`src/hdl/fdd_pkg.sv`:
```
// Constants shared by the drive status and timing logic
package fdd_pkg;
    // ------------------------------------------------------------
    // Clock and timing
    // ------------------------------------------------------------
    localparam int CLK_PERIOD_NS = 10;
    localparam int INDEX_PULSE_MS = 3;
    localparam int INDEX_PULSE_CYC = INDEX_PULSE_MS * 1000000 / CLK_PERIOD_NS;
    localparam int INDEX_PERIOD_MS = 200;
    localparam int READ_PULSE_NS = 1000;
    localparam int READ_PULSE_CYC = READ_PULSE_NS / CLK_PERIOD_NS;

    // ------------------------------------------------------------
    // Drive addressing and head position
    // ------------------------------------------------------------
    localparam int NUM_SELECTS = 4;
    localparam logic [1:0] UNIT_DEFAULT = 2'h0;
    localparam logic [6:0] TRACK_HOME = 7'h00;
    localparam logic [6:0] TRACK_LAST = 7'h4f;
    localparam int SYNC_W = 18;
    // Idle levels: selects, gate, data, step and direction high, the rest low
    localparam logic [SYNC_W-1:0] SYNC_RESET = 18'h3fc00;
endpackage

```
`src/hdl/pulse_if.sv`:
```
// Trigger and busy pair between the drive core and a pulse stretcher
`timescale 1ns/100ps
interface pulse_if;
    logic fire;
    logic busy;
    modport core (output fire, input busy);
    modport stretch (input fire, output busy);
endinterface

```
`src/hdl/fdd_status.sv`:
```
// Flexible disk drive status outputs, head tracking and write gating
//
// Summary of operation
// RL1 - Index line goes low once per revolution, nominal 3 ms every 200 ms.
// RL2 - Read line carries combined clock and data pulses from the read head.
// RL3 - Home-track line is low while the head is on track 00, else high.
// RL4 - Write-inhibit line is low while a protected diskette is installed.
// RL5 - No writing reaches the medium while the diskette is write protected.
// RL6 - Optional ready line goes low only when a proper diskette is spinning.
// RL7 - Host spaces step pulses 6 ms (48 tpi) or 3 ms (96 tpi) apart.
// RL8 - Host waits 21 ms or 18 ms after last step before reading.
// RL9 - Host write pulses are 250 ns wide with tightly held spacings.
// RL10 - Unit number comes from a jumper; drive answers only its select line.
// RL11 - Test jumper keeps the output lines active regardless of selects.
// RL12 - Only the selected drive responds, drives outputs and lights its lamp; with the test jumper an unselected drive also drives its outputs.
// RL13 - Write gate is ignored while protected or while not selected.
// RL14 - Unselected drive without test jumper holds all status lines high.
`timescale 1ns/100ps
module fdd_status
    import fdd_pkg::*;
#(
    parameter int INDEX_CYC = INDEX_PULSE_CYC
) (
    // Clock, reset, enable
    input wire logic core_clk,
    input wire logic sys_rst,
    input wire logic clk_en,
    // Host cable inputs, active low
    input wire logic [NUM_SELECTS-1:0] select_n,
    input wire logic write_gate_n,
    input wire logic write_data_n,
    input wire logic step_n,
    input wire logic direction_n,
    // Mechanism sensors
    input wire logic index_hole,
    input wire logic read_flux,
    input wire logic home_sensor,
    input wire logic protect_notch,
    input wire logic disk_inserted,
    input wire logic spindle_at_speed,
    // Jumpers
    input wire logic [1:0] unit_jumper,
    input wire logic test_output_force,
    // Host cable outputs, active low
    output logic index_n,
    output logic read_data_n,
    output logic track00_n,
    output logic write_protect_n,
    output logic ready_n,
    // Drive internals
    output logic led_on,
    output logic head_write_en,
    output logic head_flux,
    output logic [6:0] head_track
);
    // ------------------------------------------------------------
    // Input synchronisers
    // ------------------------------------------------------------
    logic [SYNC_W-1:0] meta_r;
    logic [SYNC_W-1:0] sync_r;
    logic [SYNC_W-1:0] prev_r;
    logic [SYNC_W-1:0] raw_w;

    assign raw_w = {select_n, write_gate_n, write_data_n, step_n, direction_n,
                    index_hole, read_flux, home_sensor, protect_notch, disk_inserted,
                    spindle_at_speed, test_output_force, unit_jumper, 1'b0};

    always_ff @(posedge core_clk) begin
        if (sys_rst) begin
            meta_r <= SYNC_RESET;
            sync_r <= SYNC_RESET;
            prev_r <= SYNC_RESET;
        end else if (clk_en) begin
            meta_r <= raw_w;
            sync_r <= meta_r;
            prev_r <= sync_r;
        end
    end

    logic [NUM_SELECTS-1:0] sel_n_s;
    logic wg_n_s, wd_n_s, step_n_s, dir_n_s, hole_s, flux_s, home_s, notch_s;
    logic disk_s, spin_s, force_s, spare_s;
    logic [1:0] jumper_s;
    logic wd_n_p, step_n_p, hole_p, flux_p;

    assign {sel_n_s, wg_n_s, wd_n_s, step_n_s, dir_n_s, hole_s, flux_s, home_s, notch_s,
            disk_s, spin_s, force_s, jumper_s, spare_s} = sync_r;
    assign wd_n_p = prev_r[12];
    assign step_n_p = prev_r[11];
    assign hole_p = prev_r[9];
    assign flux_p = prev_r[8];

    // ------------------------------------------------------------
    // Addressing and gating
    // ------------------------------------------------------------
    logic [1:0] unit_r;
    logic selected_w;
    logic active_w;
    logic write_ok_w;

    assign selected_w = !sel_n_s[unit_r]; // [RL10]
    assign active_w = selected_w | force_s; // [RL11] [RL12]
    assign write_ok_w = selected_w & !wg_n_s & !notch_s; // [RL5] [RL13]

    // ------------------------------------------------------------
    // Pulse forming
    // ------------------------------------------------------------
    pulse_if idx_if ();
    pulse_if rd_if ();

    // Index pulse length is set here, not by the hole width, so the host sees
    // the same pulse whatever the sensor alignment.
    assign idx_if.fire = hole_s & !hole_p; // [RL1]
    assign rd_if.fire = flux_s & !flux_p; // [RL2]

    pulse_stretch #(.CYCLES(INDEX_CYC)) u_idx (
        .core_clk(core_clk),
        .sys_rst(sys_rst),
        .clk_en(clk_en),
        .p(idx_if.stretch)
    );

    pulse_stretch #(.CYCLES(READ_PULSE_CYC)) u_rd (
        .core_clk(core_clk),
        .sys_rst(sys_rst),
        .clk_en(clk_en),
        .p(rd_if.stretch)
    );

    // ------------------------------------------------------------
    // Head position
    // ------------------------------------------------------------
    logic [6:0] track_r;
    logic [6:0] track_nxt;
    logic step_w;

    // Stepping is only counted when this unit is addressed
    assign step_w = selected_w & !step_n_s & step_n_p;
    assign track_nxt = home_s ? TRACK_HOME :
                       !step_w ? track_r :
                       !dir_n_s ? ((track_r == TRACK_LAST) ? track_r : track_r + 7'h01) :
                       ((track_r == TRACK_HOME) ? track_r : track_r - 7'h01);

    // ------------------------------------------------------------
    // Output registers
    // ------------------------------------------------------------
    logic flux_nxt;
    assign flux_nxt = (write_ok_w & wd_n_p & !wd_n_s) ? !head_flux : head_flux;

    always_ff @(posedge core_clk) begin
        if (sys_rst) begin
            unit_r <= UNIT_DEFAULT; // [RL10]
            track_r <= TRACK_HOME;
            index_n <= 1'b1;
            read_data_n <= 1'b1;
            track00_n <= 1'b1;
            write_protect_n <= 1'b1;
            ready_n <= 1'b1;
            led_on <= 1'b0;
            head_write_en <= 1'b0;
            head_flux <= 1'b0;
        end else if (clk_en) begin
            unit_r <= jumper_s;
            track_r <= track_nxt;
            index_n <= !(active_w & idx_if.busy); // [RL1] [RL14]
            read_data_n <= !(active_w & rd_if.busy); // [RL2] [RL14]
            track00_n <= !(active_w & (track_r == TRACK_HOME)); // [RL3] [RL14]
            write_protect_n <= !(active_w & notch_s); // [RL4] [RL14]
            ready_n <= !(active_w & disk_s & spin_s); // [RL6] [RL14]
            led_on <= selected_w; // [RL12]
            head_write_en <= write_ok_w; // [RL5] [RL13]
            head_flux <= flux_nxt;
        end
    end

    assign head_track = track_r;

    // ------------------------------------------------------------
    // Assertions
    // ------------------------------------------------------------
    property p_index_low;
        @(posedge core_clk) disable iff (sys_rst)
        (clk_en && active_w && idx_if.busy) |=> !index_n;
    endproperty
    a_index_low: assert property (p_index_low) else $error("index not low"); // [RL1]

    property p_read_pulse;
        @(posedge core_clk) disable iff (sys_rst)
        (clk_en && active_w && rd_if.fire) ##1 (clk_en && active_w) |=> !read_data_n;
    endproperty
    a_read_pulse: assert property (p_read_pulse) else $error("read pulse missing"); // [RL2]

    property p_home_flag;
        @(posedge core_clk) disable iff (sys_rst)
        (clk_en && active_w) |=> (track00_n == ($past(track_r) != TRACK_HOME));
    endproperty
    a_home_flag: assert property (p_home_flag) else $error("home flag wrong"); // [RL3]

    property p_protect_flag;
        @(posedge core_clk) disable iff (sys_rst)
        (clk_en && active_w && notch_s) |=> !write_protect_n;
    endproperty
    a_protect_flag: assert property (p_protect_flag) else $error("protect not shown"); // [RL4]

    property p_no_write_protected;
        @(posedge core_clk) disable iff (sys_rst)
        (clk_en && notch_s) |=> !head_write_en;
    endproperty
    a_no_write_protected: assert property (p_no_write_protected) // [RL5]
        else $error("write while protected");

    property p_ready_cause;
        @(posedge core_clk) disable iff (sys_rst)
        (clk_en && !(disk_s && spin_s)) |=> ready_n;
    endproperty
    a_ready_cause: assert property (p_ready_cause) else $error("ready without disk"); // [RL6]

    property p_select_lamp;
        @(posedge core_clk) disable iff (sys_rst)
        clk_en |=> (led_on == !$past(sel_n_s[unit_r]));
    endproperty
    a_select_lamp: assert property (p_select_lamp) else $error("lamp not tied to select"); // [RL10]

    property p_test_force;
        @(posedge core_clk) disable iff (sys_rst)
        (clk_en && force_s && notch_s) |=> !write_protect_n;
    endproperty
    a_test_force: assert property (p_test_force) else $error("test jumper ignored"); // [RL11]

    property p_idle_high;
        @(posedge core_clk) disable iff (sys_rst)
        (clk_en && !active_w) |=> (index_n && read_data_n && track00_n && write_protect_n
                                   && ready_n && !led_on);
    endproperty
    a_idle_high: assert property (p_idle_high) // [RL12] [RL14]
        else $error("unselected drive active");

    property p_gate_ignored;
        @(posedge core_clk) disable iff (sys_rst)
        (clk_en && (wg_n_s || !selected_w)) |=> !head_write_en;
    endproperty
    a_gate_ignored: assert property (p_gate_ignored) // [RL13]
        else $error("write gate not ignored");
endmodule

```
`src/hdl/pulse_stretch.sv`:
```
// Stretches a one-cycle trigger into a pulse of fixed length
`timescale 1ns/100ps
module pulse_stretch #(
    parameter int CYCLES = 100
) (
    // Clock and reset
    input wire logic core_clk,
    input wire logic sys_rst,
    input wire logic clk_en,
    // Trigger and pulse
    pulse_if.stretch p
);
    localparam int CW = $clog2(CYCLES + 1);
    localparam logic [CW-1:0] LOAD = CW'(CYCLES);

    logic [CW-1:0] cnt_r;
    logic [CW-1:0] cnt_nxt;

    // A new trigger restarts the pulse so close edges never merge short
    assign cnt_nxt = p.fire ? LOAD : ((cnt_r != '0) ? cnt_r - CW'(1) : cnt_r);
    assign p.busy = (cnt_r != '0);

    always_ff @(posedge core_clk) begin
        if (sys_rst) begin
            cnt_r <= '0;
        end else if (clk_en) begin
            cnt_r <= cnt_nxt;
        end
    end
endmodule

```
`config.mk`:
```
export PLATFORM = sky130hd
export DESIGN_NAME = fdd_status
export DESIGN_NICKNAME = d
export VERILOG_FILES = /design/src/hdl/fdd_pkg.sv /design/src/hdl/pulse_if.sv /design/src/hdl/fdd_status.sv /design/src/hdl/pulse_stretch.sv
export SDC_FILE = /design/constraint.sdc
export NUM_CORES = 1
export LEC_CHECK = 0
export BUFFER_PORTS_ARGS = -buffer_cell sky130_fd_sc_hd__clkbuf_2
export CORE_AREA = 4 4 95 97
export CTS_BUF_LIST = sky130_fd_sc_hd__clkbuf_8
export DETAILED_ROUTE_END_ITERATION = 10
export DIE_AREA = 0 0 99 101
export GPL_TIMING_DRIVEN = 0
export PLACE_DENSITY = 0.66
export SYNTH_ARGS = -nofsm -noshare
export SYNTH_HDL_FRONTEND = slang
export SYNTH_SLANG_ARGS = --single-unit
```
`constraint.sdc`:
```
create_clock -name core_clk -period 2.9 [get_ports core_clk]
set_input_delay 0.58 -clock core_clk [delete_from_list [all_inputs] [get_ports core_clk]]
set_output_delay 0.58 -clock core_clk [all_outputs]
set_load 0.01 [all_outputs]
```
Yosys cells after proc, flatten, opt, wreduce, memory -nomap -nowiden:

Index checks and enable logic that the tools add are counted.

* register bits after elaboration: 89
* input bits: 20
* output and inout bits: 15
* logic and storage cells: 72

* add/subtract/negate cells: 4
* magnitude comparators: 1
* eq/ne operators: 3
* mux-type cells: 11
* bitwise logic cells: 15
* reductions and logical operators: 23

Operator list (count)
* $mux W7: 7
* $mux W19: 2
* $reduce_bool A19 Y1: 1
* $sub A19 B1 Y19 const B: 1
* $and A1 B1 Y1: 14
* $sub A7 B1 Y7 const B: 2
* $logic_not A1 Y1: 13
* $add A7 B1 Y7 const B: 1
* $eq A7 B7 Y1 const B: 1
* $logic_not A7 Y1: 1
* $reduce_bool A7 Y1: 1
* $ne A3 B3 Y1 const B: 2
* $reduce_and A2 Y1: 3
* $reduce_bool A2 Y1: 3
* $reduce_and A4 Y1: 1
* $lt A2 B3 Y1 const B: 1
* $bmux W1 S2: 1
* $mux W1: 1
* $or A1 B1 Y1: 1

Longest topological paths before layout:

* depth after elaboration: 8
* mapped depth: 8
* mapped depth without buffers: 7

Modules after synthesis:

A second synthesis with hierarchy kept.

* cell total of the unflattened synthesis: 404
* area total of the unflattened synthesis: 3841.2 µm²

Modules (own cells, without submodules)
* fdd_status: times used 1, cells an instance 230, area an instance 2334.7 µm², seq. area each 1101.1 µm²
* pulse_stretch at u_idx: times used 1, cells an instance 125, area an instance 1079.8 µm², seq. area each 380.4 µm²
* pulse_stretch at u_rd: times used 1, cells an instance 49, area an instance 426.7 µm², seq. area each 140.1 µm²

Worst setup path before layout:

OpenSTA, ideal clock, no wires.

* kind: input to register
* start: input port clk_en
* end: register track_r[3] (netlist: head_track[3])
* setup time: 70 ps
* data arrival time: 1996 ps
* required time: 2830 ps
* setup slack: 834 ps
* cell stages on the path: 6
* path buffers: 1
* cell sequence: buf_2 > clkinv_1 > a41o_1 > o21bai_2 > or4b_1 > a21oi_1

* word-level cells in the longest chain between the ends: 1

RTL lines
* start, declared: line fdd_status.sv:27 `input wire logic clk_en,`
* $reduce_and A4 Y1 (no line)
* end signal, assigned: line fdd_status.sv:164 `track_r <= track_nxt;`
* end, declared: line fdd_status.sv:133 `logic [6:0] track_r;`

Every way passes these cells.
A chain may end at the register's enable or synchronous reset.

Worst setup path in the final report:

* start: register sync_r[10]
* end: register track_r[6] (netlist: head_track[6])

* word-level cells in the longest chain between the ends: 3
* elaborated cells between the ends (all ways): 6
* those cells by class: 2 x eq/ne; 3 x mux; 1 x reduce/logical

RTL lines
* start, declared: line fdd_status.sv:60 `logic [SYNC_W-1:0] sync_r;`
* start signal, assigned: line fdd_status.sv:75 `sync_r <= meta_r;`
* $mux W7: line fdd_status.sv:141 `!dir_n_s ? ((track_r == TRACK_LAST) ? track_r : track_r + 7'h01) :`
* $mux W7: line fdd_status.sv:140 `!step_w ? track_r :`
* $mux W7: line fdd_status.sv:139 `assign track_nxt = home_s ? TRACK_HOME :`

Several ways; a longest one is shown, not always the timed one. The select of a mux whose other input is x is not followed.

==> flow_metrics.tcl <==
set metrics [dict create \
    insertion_delay_ns 0.36 \
    syn-num-nets 425 \
    routedWlPerCell_um 13.8 \
    hold_path_depth 3 \
    tightest_slew_ns 0.770 \
    grt.overflow.total 0 \
    rr_endpoint "head_track[6]" \
    critical_path.top_delay_family "compound AO/OA/AOI/OAI gates" \
    holdBufCountCts 0 \
    r2r_start "sync_r[10]" \
    worstSetupPathType "reg2reg" \
    worstRegToRegCells 6 \
    synth_edf_count 0 \
    antenna_found_initial 0 \
    cts_inserted_buffers 9 \
    cts_resized 0 \
    nNetsFinal 468 \
    critPathMaxStageDelay_ns 0.63 \
    area_growth_pct 13.1 \
    synth-xor-area-share_pct 5.54 \
    rows 33 \
    die_h_um 101 \
    fmax_mhz 425 \
    routed_wl_um 7590 \
    fin_worst_skew_ns 0.0118 \
    min_period_ns 2.35 \
    clock_sinks 81 \
    grt_pass1_vias 2751 \
    clk_pin_slew_ns 0.09 \
    start_kind "flop" \
    grt_start_max_net_pins 17 \
    cts_htree_levels 3 \
    final_cell_mix "dfxtp_1, nor2_1, mux2i_1" \
    synth_top_family_by_area "simple AND/OR/NAND/NOR gates" \
    cp.arrival_ns 2.57 \
    finalHoldViolations 0 \
    async_reset_ff_share_pct 0 \
    syn_area_per_cell_um2 9.18 \
    core_um2 8130 \
    vias 2872 \
    post_cts_buffers 0 \
    io_pins 35 \
    ir_worst_vdd_uv 387 \
    ys_ff_latch 81 \
    grt_pass1_wl_um 13000 \
    stdcell_count 549 \
    gp_congestion 0.829 \
    status "completed" \
    critPathRequiredTime_ns 3.12 \
    holdPathEnd "meta_r[15]" \
    cts_tree "done" \
    hp-start "select_n[1]" \
    yosysTopAreaCell "dfxtp_1" \
    dp_hpwl_um 5510 \
    synth-compound-area-share_pct 11.4 \
    cpMaxStageDelayCell "dfxtp_1" \
    die_w_um 99 \
    grtUsageTotal_pct 16.2 \
    maxCapViolations 0 \
    power.density_nw_per_um2 814 \
    synth_top_area_share_pct 44.6 \
    yosysUniqueCellTypes 53 \
    synthesis.area_um2 3630 \
    synthSimpleGateAreaFrac_pct 19.8 \
    avgViaCountPerCell 5.23 \
    maxSlewHeadroom_pct 48.7 \
    drt_iter0_drc 122 \
    ys.flop_type "dfxtp_1" \
    ys_warn_count 0 \
    drtAntennaViolNets 0 \
    firstDrtPassIters 4 \
    synthMuxAreaShare_pct 12.2 \
    crit_path_end_kind "flop" \
    hold_path_class "in2reg" \
    p_leak_nw 1.71 \
    critPathBufInv 0 \
    netlist_instances 396 \
    num_antenna_cells 0 \
    ys_seq_area_share_pct 44.6 \
    path_cells "ha_1 -> a211oi_1 -> nor2_1 -> o311ai_0 -> a211o_2 -> a31oi_1" \
    clk_path_buf_depth 2 \
    setup_viol 0 \
    die-area_um2 10000 \
    final_common_cell "dfxtp_1" \
    crit_path_max_fanout 13 \
    fin_tns_setup_ns 0 \
    synth.area.top_cells "dfxtp_1, mux2i_1, nor2_1, nand2_1, xnor2_1" \
    dp_cells 533 \
    finalCritPeriodShare_pct 81.1 \
    rsz0062_at_grt "false" \
    port_buffers 32 \
    initial_utilization_pct 44.7 \
    layout-drive-gt1-share_pct 12.8 \
    yosys.area_share.adder_pct 3.31 \
    slew_viol_final 0 \
    ff2ff_setup_slack_ns 0.55 \
    cts_root_buffer "clkbuf_8" \
    fill_cells 756 \
    drc 0 \
]
## report_power, final
group	internal (W)	leakage (nW)	switching (W)
logic	0.000490	0.949	0.000672
clock network	0.000329	0.0969	0.000440
registers	0.00127	0.663	0.000140
## layer usage
layer  global-route usage, %  vias up  routed length, um
li1                        -     1491                  -
met1                    21.5     1331               3800
met2                    25.4       36               3430
met3                    3.39       14                222
met4                    7.56        0                148
met5                       0        -                  0
## area by class of cell
type / count / area (um2) / area share [%]
inverters: 13 / 48.8 / 1.19
plain buffers: 16 / 62.6 / 1.52
repair buffers: 32 / 160 / 3.90
clock buffers: 9 / 124 / 3.01
clock inverters: 7 / 60.1 / 1.46
flip-flops and latches: 81 / 1620 / 39.5
well taps: 105 / 131 / 3.20
multi-input cells: 286 / 1900 / 46.3
## how the worst max path moves through the flow
stage,startpoint,to,cells after the start
after floorplan,clk_en,head_track[3],6
after global placement,sync_r[10],head_track[6],6
after detailed placement,sync_r[10],head_track[6],6
after CTS,sync_r[10],head_track[6],6
after global routing,sync_r[10],head_track[6],6
final,sync_r[10],head_track[6],6
## stage by stage
step	area, um2	power, W	hold slack, ns	utilization [%]	worst slack (ns)
2_1_floorplan	3630	0.00235	0.436	-	0.834
3_3_place_gp	3930	0.00257	0.454	48.3	0.584
3_5_place_dp	3930	0.00259	0.462	48.3	0.563
4_1_cts	4110	0.00337	0.414	50.5	0.539
5_1_grt	4110	0.00360	0.430	50.5	0.367
6_report	4110	0.00335	0.433	50.5	0.547
## logic make-up (layout without fill, tap and decap cells)
| family | Yosys count | after routing |
|---|---|---|
| muxes | 43 | 43 |
| and+or+nand+nor | 151 | 151 |
| DFF | 81 | 81 |
| adders and majority gates | 9 | 9 |
| buffers and inverters | 29 | 77 |
| AOI/OAI and AO/OA | 60 | 60 |
| xor gates and xnor gates | 23 | 23 |
## synthesized netlist by cell type, types with 2 or more instances
cell type	n
nor3_1	17
a2bb2oi_1	2
nor2b_1	5
dfxtp_1	81
nand4_1	3
nor3b_1	2
mux2i_1	42
buf_2	2
and3_1	2
ha_1	8
nand3_1	8
xor2_1	8
nor4_1	6
o311ai_0	2
buf_1	3
a2111oi_0	5
a31oi_1	3
o21ai_0	8
nand2b_1	3
o31ai_1	3
or3_1	5
nand2_1	37
nor2_1	51
a211oi_1	7
clkbuf_1	11
o211ai_1	3
inv_1	11
a21oi_1	17
a21o_1	3
xnor2_1	15
## state kept, by name, summed over array words and instances (netlist names), 5 cells and up
name         flops
meta_r          17
sync_r          17
u_idx.cnt_r     19
u_rd.cnt_r       7
head_track       7
prev_r           5
## worst reg2reg max path, cell delays in order, from the launching register on
cell and delay [ns]:
dfxtp_1 0.63, ha_1 0.38, a211oi_1 0.32, nor2_1 0.12, o311ai_0 0.49, a211o_2 0.22, a31oi_1 0.07
Note: power is estimated with default switching activity, not from simulation.
